## src/core/sbsr_pkg.sv

```systemverilog
/*
  Constants shared by the status summary byte and service request logic.
  Assumes the lower status registers deliver event and enable words on the
  same clock as this block.
*/
package sbsr_pkg;
  // ****************************************************
  // summary byte layout
  // ****************************************************
  localparam int unsigned ERRQ_POS = 2;
  localparam int unsigned QUES_POS = 3;
  localparam int unsigned MSG_POS = 4;
  localparam int unsigned EVT_POS = 5;
  localparam int unsigned MASTER_POS = 6;
  localparam int unsigned OPER_POS = 7;
  // ****************************************************
  // widths and reset values
  // ****************************************************
  localparam int unsigned SCPI_W = 16;
  localparam int unsigned ESR_W = 8;
  localparam logic [7:0] SRE_RESET = 8'h00;
  localparam logic [7:0] SUMMARY_RESET = 8'h00;
  // positions 0, 1 and 6 never take part in the request decision
  localparam logic [7:0] REQ_MASK = 8'hbc;
endpackage

```

## src/core/masked_sum.sv

```systemverilog
/*
  Sum bit of one lower status register: AND of each event bit with its
  enable bit, ORed together, held in a flip-flop.
  Assumes event and enable words come from logic on the same clock.
*/
module masked_sum #(
  parameter int unsigned WIDTH = 16
) (
  // clock and reset
  input wire logic clock_i,
  input wire logic sys_rst_i,
  // event and enable words
  input wire logic [WIDTH-1:0] event_i,
  input wire logic [WIDTH-1:0] enable_i,
  // registered sum bit
  output logic sum_o
);
  wire logic next_sum;

  assign next_sum = |(event_i & enable_i);

  always_ff @(posedge clock_i or posedge sys_rst_i) begin
    if (sys_rst_i) begin
      sum_o <= 1'b0;
    end else begin
      sum_o <= next_sum;
    end
  end
endmodule

```

## src/core/status_byte_service_request.sv

```systemverilog
/*
  Top of the status reporting tree: builds the status summary byte from the
  error queue, output buffer and lower register sum bits, masks it with the
  request enable register and raises the master summary and service request.
  Assumes all inputs come from logic on clock_i; the request enable register
  is written by the command decoder with a one-cycle write strobe.
*/
// What this block does
// - position 2 set on new error entry
// - enabled position 2 requests on every entry
// - position 3 is questionable register sum
// - position 4 flags readable output message
// - position 5 is event status register sum
// - position 6 is OR of enabled bits
// - position 7 is operation register sum
// - enable mask position 6 is ignored
// - request on enabled rising edge or enabled error entry
// - sums are OR of ANDed event, enable
module status_byte_service_request
  import sbsr_pkg::*;
(
  // clock and reset
  input wire logic clock_i,
  input wire logic sys_rst_i,
  // error queue
  input wire logic err_entry_write_i,
  input wire logic err_queue_not_empty_i,
  // output buffer
  input wire logic output_msg_ready_i,
  // event status register and its enable
  input wire logic [ESR_W-1:0] esr_event_i,
  input wire logic [ESR_W-1:0] esr_enable_i,
  // questionable register event and enable parts
  input wire logic [SCPI_W-1:0] ques_event_i,
  input wire logic [SCPI_W-1:0] ques_enable_i,
  // operation register event and enable parts
  input wire logic [SCPI_W-1:0] oper_event_i,
  input wire logic [SCPI_W-1:0] oper_enable_i,
  // request enable register access
  input wire logic sre_write_i,
  input wire logic [7:0] sre_data_i,
  // status outputs
  output logic [7:0] status_summary_byte_o,
  output logic [7:0] sre_o,
  output logic master_summary_flag_o,
  output logic service_request_o
);
  // ****************************************************
  // lower register sum bits
  // ****************************************************
  wire logic ques_sum;
  wire logic oper_sum;
  wire logic event_summary_flag;

  masked_sum #(.WIDTH(SCPI_W)) u_ques_sum (
    .clock_i(clock_i),
    .sys_rst_i(sys_rst_i),
    .event_i(ques_event_i),
    .enable_i(ques_enable_i),
    .sum_o(ques_sum)
  );

  masked_sum #(.WIDTH(SCPI_W)) u_oper_sum (
    .clock_i(clock_i),
    .sys_rst_i(sys_rst_i),
    .event_i(oper_event_i),
    .enable_i(oper_enable_i),
    .sum_o(oper_sum)
  );

  masked_sum #(.WIDTH(ESR_W)) u_esr_sum (
    .clock_i(clock_i),
    .sys_rst_i(sys_rst_i),
    .event_i(esr_event_i),
    .enable_i(esr_enable_i),
    .sum_o(event_summary_flag)
  );

  // ****************************************************
  // error queue and message flags
  // ****************************************************
  // the entry strobe also sets the flag so a fresh entry shows even if the
  // queue's own count lags by a cycle
  logic err_flag;
  logic err_entry_seen;
  logic message_available_flag;
  wire logic next_err_flag;

  assign next_err_flag = err_entry_write_i | err_queue_not_empty_i;

  always_ff @(posedge clock_i or posedge sys_rst_i) begin
    if (sys_rst_i) begin
      err_flag <= 1'b0;
      err_entry_seen <= 1'b0;
      message_available_flag <= 1'b0;
    end else begin
      err_flag <= next_err_flag;
      err_entry_seen <= err_entry_write_i;
      message_available_flag <= output_msg_ready_i;
    end
  end

  // ****************************************************
  // summary byte and request decision
  // ****************************************************
  wire logic [7:0] sum_bits;
  wire logic [7:0] sre_eff;
  wire logic [7:0] rising;
  wire logic next_master;
  wire logic next_request;

  assign sum_bits = {oper_sum, 1'b0, event_summary_flag,
                     message_available_flag, ques_sum, err_flag,
                     2'b00};
  assign sre_eff = sre_o & REQ_MASK;
  assign next_master = |(sum_bits & sre_eff);
  assign rising = sum_bits & ~status_summary_byte_o & sre_eff;
  // a new entry requests even while the queue flag already stands
  assign next_request = (|rising) |
                        (err_entry_seen & sre_eff[ERRQ_POS]);

  always_ff @(posedge clock_i or posedge sys_rst_i) begin
    if (sys_rst_i) begin
      status_summary_byte_o <= SUMMARY_RESET;
      master_summary_flag_o <= 1'b0;
      service_request_o <= 1'b0;
    end else begin
      status_summary_byte_o <= {sum_bits[7], next_master, sum_bits[5:0]};
      master_summary_flag_o <= next_master;
      service_request_o <= next_request;
    end
  end

  // ****************************************************
  // request enable register
  // ****************************************************
  always_ff @(posedge clock_i or posedge sys_rst_i) begin
    if (sys_rst_i) begin
      sre_o <= SRE_RESET;
    end else if (sre_write_i) begin
      sre_o <= sre_data_i;
    end
  end
endmodule

```

## config.mk

```make
export PLATFORM = sky130hd
export DESIGN_NAME = status_byte_service_request
export DESIGN_NICKNAME = d
export VERILOG_FILES = /design/src/core/sbsr_pkg.sv /design/src/core/masked_sum.sv /design/src/core/status_byte_service_request.sv
export SDC_FILE = /design/constraint.sdc
export NUM_CORES = 1
export LEC_CHECK = 0
export BUFFER_PORTS_ARGS = -buffer_cell sky130_fd_sc_hd__buf_4
export CORE_UTILIZATION = 33
export DETAILED_ROUTE_END_ITERATION = 6
export GPL_ROUTABILITY_DRIVEN = 0
export HOLD_SLACK_MARGIN = 0.05
export PLACE_DENSITY_LB_ADDON = 0.15
export SKIP_LAST_GASP = 1
export SYNTH_ARGS = -nofsm -noshare
export SYNTH_HDL_FRONTEND = slang
export SYNTH_SLANG_ARGS = --single-unit
```

## constraint.sdc

```tcl
create_clock -name clock_i -period 1.4 [get_ports clock_i]
set_clock_uncertainty 0.05 [all_clocks]
set_input_delay 0.28 -clock clock_i [delete_from_list [all_inputs] [get_ports clock_i]]
set_output_delay 0.28 -clock clock_i [all_outputs]
set_load 0.1 [all_outputs]
```

==> reports/results.ini, run 1 <==
[min_path]
holdCritPathClass=in -> reg

[sta]
fin_crit_sh_pct=93.89
finalSetupTns_ps=0
rsz0062_at_grt=false
setup_ws_ps=85.55
fin_crit_ps=1314
fmax_mhz=760.8
finalHoldViolations=0
slew_viol_final=0
setup_viol=0

[floorplan]
initial_core_util_pct=34.71
fp.dieW_um=55.86
coreArea_um2=2758
rows=19
die_h_um=55.86
dieArea_um2=3120
ios=112

[cts]
cts_resized=0
root_buffer=clkbuf_4
cts_made_buffers=3
h-tree-depth=1
clockBufferDepth=2
insertion_delay_ps=290
cts_tree=done
clk_pin_slew_ps=100
cts_sinks=21

[pwr]
power_frac_clock_pct=16.8
p_per_area_nw_per_um2=878.1
seqPwrFrac_pct=41.1
p_sw_share_pct=36.67
intPower_mw=1.040
switchingPower_mw=0.6019
power_leakage_nw=0.9210
p_comb_share_pct=42.1
power.total_mw=1.641
peakVddDrop_mv=0.7561

[route]
via_per_inst=4.972
routedWlPerCell_um=13.23
drt-total-wl_um=2858
ant_nets=0
drc=0
drt-initial-drc-count=20
vias=1074
first_pass_iters=4

[worst_setup_path]
r2r-start=sre_o[5]$_DFFE_PP0P_
critPathCaptureType=primary output
cp_slowest_cell=dfrtp_2
cp.depth=1
arrival_ps=980
critical_path_class=reg -> out
worstPathMaxFanout=4
required_ps=1070
max_stage_delay_ps=400
crit_start=sre_o[2]$_DFFE_PP0P_
cp_top_family=flip-flops
path_buf_inv=1
r2r-end=service_request_o$_DFF_PP0_
path_cells=buf_4
critical_path.endpoint=sre_o[2]
reg2reg_depth=3
startpoint_type=register
reg2reg_slack_ps=280

[grt]
overflow=0
grt_pass1_wl_um=4505
grt_use_total_pct=18.74
grt_max_degree=22
grt_pass1_vias=1135
antenna_found_initial=0

[final_layout]
n_antenna_cell=0
nets=280
final_common_cell=buf_4
areaGrowthSynthToFinish_pct=95.29
mostFrequentLayoutCells=110 x buf_4, 11 x dfrtp_2, 10 x dfrtp_1
final_layout_size_suffix_gt1_share_pct=77.30

[logic_synthesis]
synth-adder-area-share_pct=0
synth_top_family_by_area=compound AO/OA/AOI/OAI gates
synthMuxAreaShare_pct=9.412
ys_seq_elements=21
synthDistinctLibCells=17
synth.cell_area_um2=957.2
synthXorXnorAreaFrac_pct=0
seq_area_frac_synth_pct=54.90
yosysWarnings=0
synth_simple_gate_area_share_pct=7.190
postSynthAreaPerCell_um2=13.48
syn_inst=71
synth_compound_area_share_pct=24.84

[place]
portBuffers=109
dpl.hpwl_um=2525
place_ws_ps=256.6

[run_status]
status=completed

[run]
cap_violations=0

-- power by group through the flow --
| stage | logic (mW) | clock network (mW) | registers [mW] |
|---|---|---|---|
| after detailed placement | 0.688 | 0 | 0.688 |
| after floorplan | 0.149 | 0 | 0.939 |
| after global placement | 0.677 | 0 | 0.686 |
| after global routing | 0.723 | 0.311 | 0.681 |
| final | 0.691 | 0.276 | 0.675 |
| after CTS | 0.695 | 0.281 | 0.676 |
-- worst min path at each step --
stage	slack, ps	depth (start not counted)	endpoint	from
floorplan	210	1	err_entry_seen$_DFF_PP0_	sys_rst_i
global placement	270	3	message_available_flag$_DFF_PP0_	sys_rst_i
detailed placement	280	3	sre_o[1]$_DFFE_PP0P_	sys_rst_i
CTS	120	2	err_flag$_DFF_PP0_	err_queue_not_empty_i
global route	120	2	err_flag$_DFF_PP0_	err_queue_not_empty_i
finish	120	2	err_flag$_DFF_PP0_	err_queue_not_empty_i
-- cell families after synthesis --
group                  count (synthesis)
buffers and inverters                  5
AOI/OAI and AO/OA                     23
muxes                                  8
DFF                                   21
other                                  1
and+or+nand+nor                       13
-- registers in the layout, indices dropped and copies added (netlist names) --
register / cells
status_summary_byte_o: 6
sre_o: 8
message_available_flag: 1
err_flag: 1
u_oper_sum.sum_o: 1
service_request_o: 1
u_esr_sum.sum_o: 1
u_ques_sum.sum_o: 1
err_entry_seen: 1
-- cell usage after synthesis --
master,instances,area share [%]
nand2_2,1,0.65
dfrtp_1,21,55
inv_1,1,0.39
nand4b_1,1,0.92
mux2_2,8,9.4
or3_1,1,0.65
buf_2,1,0.52
or2_2,1,0.65
conb_1,1,0.39
nand2_1,6,2.4
o22ai_1,2,1.3
nand4_1,3,2.0
a221oi_2,8,13
a22o_1,8,7.3
a22oi_1,4,3.1
buf_4,3,2.4
o21ai_0,1,0.52
-- layout make-up --
type | count | area (um^2)
Inverter | 1 | 3.754
Multi-Input combinational cell | 46 | 404.1
Clock inverter | 1 | 5.005
Fill cell | 213 | 888.4
Clock buffer | 3 | 22.52
Timing Repair Buffer | 113 | 855.8
Tap cell | 31 | 38.79
Sequential cell | 21 | 539.3
-- per-stage QoR --
stage          utilization, %  instance area (um^2)  hold WS [ps]  instances
3_5_place_dp            65.70                  1812         278.8        209
6_report                67.79                  1869         122.9        216
2_1_floorplan               -                 974.7         205.8         72
5_1_grt                 67.79                  1869         118.5        216
4_1_cts                 67.79                  1869         118.7        216
3_3_place_gp            65.70                  1812         274.9        209
-- layer usage --
layer,part of all wire (%),up-vias,track usage [%]
met4,3.9,0,10.45
met3,6.6,10,3.023
met2,57,62,38.21
li1,-,507,-
met5,0,-,0
met1,33,495,17.04
-- repair_timing --
action | in CTS | in global routing
buffers inserted | 0 | 0
hold endpoints to repair | 23 | 0
hold buffers | 3 | 0
No activity file was read; power rests on OpenSTA's default activity.
==> run 2: changes to the inputs <==
Settings changed: REMOVE_ABC_BUFFERS set to 1.
==> run 2 against run 1 <==
Effect of this change:
- wire length decreased by 2.7%
- die area unchanged
- hold slack got worse by 9.3 ps
- first-iteration DRC count decreased by 60%
- count of clock-buffer cells in the layout increased by 1
- non-clock buffer count unchanged
==> reports/results.ini, run 2 (synthesized netlist as in run 1, its figures left out) <==
[route]
drt-initial-drc-count=8  ; -60%
via_per_inst=4.944  ; -0.56%
drt-total-wl_um=2780  ; -2.7%
routedWlPerCell_um=12.87  ; -2.7%
first_pass_iters=6  ; +2
ant_nets=0  ; unchanged
drc=0  ; unchanged
vias=1068  ; -0.56%

[final_layout]
multiInputGateArea_um2=404.1  ; unchanged
largest_register_ffs=8  ; unchanged
nets=280  ; unchanged
top_regs=sre_o x8, status_summary_byte_o x6
final_layout_size_suffix_gt1_share_pct=70.81  ; -6.5 points
final_cell_area_um2=1858  ; -0.60%
final_cells=216  ; unchanged
mostFrequentLayoutCells=109 x buf_4, 21 x dfrtp_1, 8 x mux2_2, 8 x a22o_1, 8 x a221oi_2
final_common_cell=buf_4
n_antenna_cell=0  ; unchanged
fillers=217  ; +1.9%
areaGrowthSynthToFinish_pct=94.12
regArea_um2=525.5  ; -2.6%
top_register=sre_o

[pwr]
power_leakage_nw=0.9277  ; +0.73%
p_comb_share_pct=42.0  ; about the same
power_frac_clock_pct=17.2  ; +0.4 points
intPower_mw=1.042  ; +0.22%
p_sw_share_pct=36.64  ; about the same
seqPwrFrac_pct=40.8  ; -0.3 points
p_per_area_nw_per_um2=885.1  ; +0.79%
peakVddDrop_mv=0.6820  ; -9.8%
switchingPower_mw=0.6026  ; +0.12%

[grt]
grt_pass1_wl_um=4657  ; +3.4%
grt_pass1_vias=1137  ; +0.18%
overflow=0  ; unchanged
grt_use_total_pct=19.05  ; +0.31 points
antenna_found_initial=0  ; unchanged
grt_max_degree=22  ; unchanged

[sta]
rsz0062_at_grt=false
fmax_mhz=756.6  ; -0.54%
setup_viol=0  ; unchanged
fin_crit_sh_pct=94.40  ; +0.51 points
fin_crit_ps=1322  ; +7.181 ps
slew_viol_final=0  ; unchanged
finalHoldViolations=0  ; unchanged

[place]
placed_area_um2=1798  ; -0.76%
dp.cells=209  ; unchanged
dpl.hpwl_um=2487  ; -1.5%
portBuffers=109  ; unchanged

[floorplan]
die_h_um=55.86  ; unchanged
initial_core_util_pct=34.71  ; unchanged
coreArea_um2=2758  ; unchanged
fp.dieW_um=55.86  ; unchanged
rows=19  ; unchanged
dieArea_um2=3120  ; unchanged
ios=112  ; unchanged

[cts]
clockBufferDepth=2  ; unchanged
cts_made_buffers=3  ; unchanged
clk_pin_slew_ps=110  ; about the same
insertion_delay_ps=300  ; about the same
cts_sinks=21  ; unchanged
root_buffer=clkbuf_4
cts_tree=done
h-tree-depth=1  ; unchanged

[min_path]
whs_endpoint=err_flag$_DFF_PP0_
min_from=err_queue_not_empty_i
holdCritPathClass=in -> reg
hold_depth=2  ; unchanged

[run_status]
status=completed

[worst_setup_path]
reg2reg_depth=3  ; unchanged
path_buf_inv=1  ; unchanged
critPathCaptureType=primary output
startpoint_type=register
path_cells=buf_4
critical_path_class=reg -> out
reg2reg_slack_ps=290  ; about the same
cp_top_family=flip-flops
cp_slowest_cell=dfrtp_1
arrival_ps=990  ; about the same
r2r-end=service_request_o$_DFF_PP0_
worstPathMaxFanout=3  ; -1
r2r-start=sre_o[2]$_DFFE_PP0P_
max_stage_delay_ps=390  ; about the same
required_ps=1070  ; about the same

[run]
cap_violations=0  ; unchanged

run 2: timing repair:
item / 4_1_cts / 5_1_grt
endpoints found under the setup margin: 0 / 1
setup buffers: 0 / 0
hold buffers: 3 / 0
resized for setup: 0 / 1
endpoints found under the hold margin: 23 / 0
run 2: cell type report:
cell class | instances | area share, %
inverters | 1 | 0.2020
clock buffers | 4 | 1.414
repair buffers | 113 | 46.26
flip-flops and latches | 21 | 28.28
well taps | 31 | 2.088
multi-input cells | 46 | 21.75
run 2: how the worst max path moves through the flow:
stage | startpoint | endpoint | slack, ps | depth (start not counted)
finish | sre_o[3]$_DFFE_PP0P_ | sre_o[3] | 80 | 1
global route | sre_o[5]$_DFFE_PP0P_ | sre_o[5] | 20 | 1
CTS | sre_o[2]$_DFFE_PP0P_ | sre_o[2] | 30 | 1
detailed placement | oper_event_i[0] | u_oper_sum.sum_o$_DFF_PP0_ | 270 | 4
global placement | ques_event_i[3] | u_ques_sum.sum_o$_DFF_PP0_ | 310 | 4
floorplan | status_summary_byte_o[6]$_DFF_PP0_ | master_summary_flag_o | -410 | 0
run 2: power groups by stage:
stage / Clock [mW] / Sequential [mW] / Combinational [mW]
floorplan: 0 / 0.947 / 0.125
detailed placement: 0 / 0.684 / 0.686
global placement: 0 / 0.682 / 0.676
global route: 0.328 / 0.679 / 0.724
finish: 0.283 / 0.672 / 0.690
CTS: 0.290 / 0.672 / 0.693
run 2: through the flow:
step	utilization [%]	power [mW]	TNS (ps)	worst slack, ps	hold slack, ps
after floorplan	-	1.073	-1052	-408.7	206.5
after global placement	65.20	1.358	0	306.0	277.4
after detailed placement	65.20	1.370	0	272.6	280.9
after CTS	67.24	1.655	0	31.20	112.6
after global routing	67.38	1.730	0	17.09	97.11
final	67.38	1.645	0	78.37	113.6
run 2: per-layer routing:
layer	global-route usage (%)	wire length (um)
met5	0	0
met4	7.317	48
met3	5.116	222
met2	35.97	1519
met1	19.94	989
==> run 3: changes to the inputs <==
Settings changed: ABC_AREA set to 1, CORE_UTILIZATION 33 to 35.
==> run 3 against run 2 <==
Effect of this change:
- the run now ends with DRC left
- critical path depth is the same
- via count is 14% higher
- setup slack got worse by 19 ps
- clock power fell by 1%
- synthesized cell count increased by 93%
- wire length decreased by 1.5%
- die area up 7.4%
- flip-flop and latch count unchanged
- cell area grew 7.1%
- sequential share of layout area shrank 1.9 points
- fmax down 1.4%
- synthesized area is 14% higher
- largest power group unchanged
==> reports/results.ini, run 3 <==
[run_status]
status=complete, but fails checks
violations=DRC

[cts]
cts_made_buffers=3  ; unchanged
insertion_delay_ps=290  ; about the same
cts_sinks=21  ; unchanged
clockBufferDepth=2  ; unchanged
h-tree-depth=1  ; unchanged
root_buffer=clkbuf_4
clk_pin_slew_ps=110  ; about the same
cts_tree=done

[floorplan]
rows=19  ; unchanged
coreArea_um2=2853  ; +3.4%
fp.dieW_um=57.90  ; +3.7%
initial_core_util_pct=38.33  ; +3.6 points
die_h_um=57.90  ; +3.7%
ios=112  ; unchanged
dieArea_um2=3352  ; +7.4%

[place]
place_ws_ps=377.4  ; +104.8 ps
portBuffers=109  ; unchanged
placed_area_um2=1928  ; +7.2%
dp.cells=275  ; +32%
dpl.hpwl_um=2435  ; -2.1%

[final_layout]
areaGrowthSynthToFinish_pct=81.92
top_register=sre_o
final_layout_size_suffix_gt1_share_pct=49.00  ; -22 points
nets=346  ; +24%
multiInputGateArea_um2=485.5  ; +20%
regArea_um2=525.5  ; unchanged
fillers=265  ; +22%
final_common_cell=buf_4
largest_register_ffs=8  ; unchanged
final_cells=282  ; +31%
mostFrequentLayoutCells=109 x buf_4, 71 x nand2_1, 21 x dfrtp_1
n_antenna_cell=0  ; unchanged
final_cell_area_um2=1989  ; +7.1%
top_regs=sre_o x8, status_summary_byte_o x6

[route]
ant_nets=0  ; unchanged
vias=1220  ; +14%
routedWlPerCell_um=9.706  ; -25%
via_per_inst=4.326  ; -13%
first_pass_iters=7  ; +1
drt-total-wl_um=2737  ; -1.5%
drt-initial-drc-count=34  ; +26
drc=2  ; +2

[worst_setup_path]
max_stage_delay_ps=410  ; +20 ps
critPathCaptureType=primary output
startpoint_type=register
cp_slowest_cell=dfrtp_1
arrival_ps=1010  ; +20 ps
path_buf_inv=1  ; unchanged
cp_top_family=flip-flops
worstPathMaxFanout=4  ; +1
critical_path_class=reg -> out
required_ps=1070  ; about the same
path_cells=buf_4

[grt]
grt_max_degree=22  ; unchanged
grt_pass1_wl_um=4616  ; -0.88%
grt_pass1_vias=1213  ; +6.7%
overflow=0  ; unchanged
antenna_found_initial=0  ; unchanged
grt_use_total_pct=17.21  ; -1.8 points

[logic_synthesis]
seq_area_frac_synth_pct=48.05  ; -6.8 points
synth_largest_area_cell=dfrtp_1
synthDistinctLibCells=13  ; -4
synth_edf_count=0  ; unchanged
async_flop_share_pct=100.0  ; unchanged
synth_top_area_share_pct=48.05  ; -6.8 points
yosysWarnings=0  ; unchanged
postSynthAreaPerCell_um2=7.982  ; -41%
yosysMostFrequentCell=nand2_1
synth.area.top_cells=dfrtp_1 48%, nand2_1 24%, mux2_4 11%
synth_common_cells=71 x nand2_1, 21 x dfrtp_1, 14 x inv_1, 9 x nor2_1, 8 x mux2_4
syn_inst=137  ; +93%
synth.cell_area_um2=1094  ; +14%
synth_ff_type=dfrtp_1
ys_seq_elements=21  ; unchanged

[sta]
rsz0062_at_grt=false
finalHoldViolations=0  ; unchanged
slew_viol_final=0  ; unchanged
setup_viol=0  ; unchanged
fin_crit_sh_pct=95.74  ; +1.3 points
fmax_mhz=746.0  ; -1.4%
setup_ws_ps=59.58  ; -18.79 ps
fin_crit_ps=1340  ; +18.79 ps

[pwr]
p_comb_share_pct=42.6  ; +0.6 points
seqPwrFrac_pct=40.6  ; -0.2 points
intPower_mw=1.043  ; +0.12%
power_leakage_nw=1.149  ; +24%
switchingPower_mw=0.6186  ; +2.7%
power_frac_clock_pct=16.8  ; -0.4 points
p_per_area_nw_per_um2=835.3  ; -5.6%
peakVddDrop_mv=0.4809  ; -29%
p_sw_share_pct=37.23  ; +0.58 points

[min_path]
holdCritPathClass=in -> reg

[run]
cap_violations=0  ; unchanged

run 3: layout make-up:
class,count,area share (%)
timing repair buffer,113,43.21
sequential,21,26.42
multi-input combinational,99,24.40
inverter,14,2.642
tap,31,1.950
clock buffer,3,1.132
clock inverter,1,0.2516
run 3: cells by family after synthesis:
logic type	synth area share (%)
simple gates	32.27
buf+inv	7.894
other cells	0.3429
compound gates	0.4572
mux	10.98
flops	48.05
run 3: what timing repair did:
item / 4_1_cts / 5_1_grt
endpoints found under the hold margin: 23 / 0
buffers inserted: 0 / 0
hold buffers: 3 / 0
gates resized for setup: 0 / 1
setup endpoints to repair: 0 / 1
run 3: worst paths after layout:
check / startpoint / to / slack, ps / cells past startpoint
worst max register to register: sre_o[7]$_DFFE_PP0P_ / service_request_o$_DFF_PP0_ / 490 / 4
worst min-delay path: err_queue_not_empty_i / err_flag$_DFF_PP0_ / 130 / 2
worst min register to register: u_oper_sum.sum_o$_DFF_PP0_ / status_summary_byte_o[7]$_DFF_PP0_ / 330 / 0
min in group asynchronous: sys_rst_i / u_esr_sum.sum_o$_DFF_PP0_ / 520 / 4
max in group asynchronous: sys_rst_i / status_summary_byte_o[3]$_DFF_PP0_ / 580 / 4
worst max-delay path: sre_o[3]$_DFFE_PP0P_ / sre_o[3] / 60 / 1
run 3: worst register-to-register path, delay by kind of cell (launching register included):
| family | cells | cell delay, ps |
|---|---|---|
| and+or+nand+nor | 3 | 280 |
| AOI/OAI and AO/OA | 1 | 70 |
| DFF | 1 | 420 |
run 3: stage by stage:
stage          util, %  setup TNS [ps]  hold slack [ps]  total power, mW
3_5_place_dp     67.59               0            295.1            1.390
3_3_place_gp     67.59               0            276.6            1.382
4_1_cts          69.61               0            125.0            1.672
6_report         69.74               0            132.0            1.662
5_1_grt          69.74               0            105.7            1.755
2_1_floorplan        -          -860.7            206.5            1.099
run 3: power groups by stage:
stage	clock network, mW	registers, mW	logic (mW)
finish	0.279	0.674	0.708
global route	0.321	0.680	0.755
CTS	0.286	0.674	0.712
detailed placement	0	0.685	0.706
global placement	0	0.683	0.699
floorplan	0	0.949	0.150
run 3: metal layers:
layer / vias to the layer above / routed length (um) / track usage [%]
met3: 4 / 165 / 1.563
met2: 54 / 1497 / 34.48
met4: 0 / 28 / 5.102
li1: 637 / - / -
met1: 525 / 1045 / 18.81
met5: - / 0 / 0
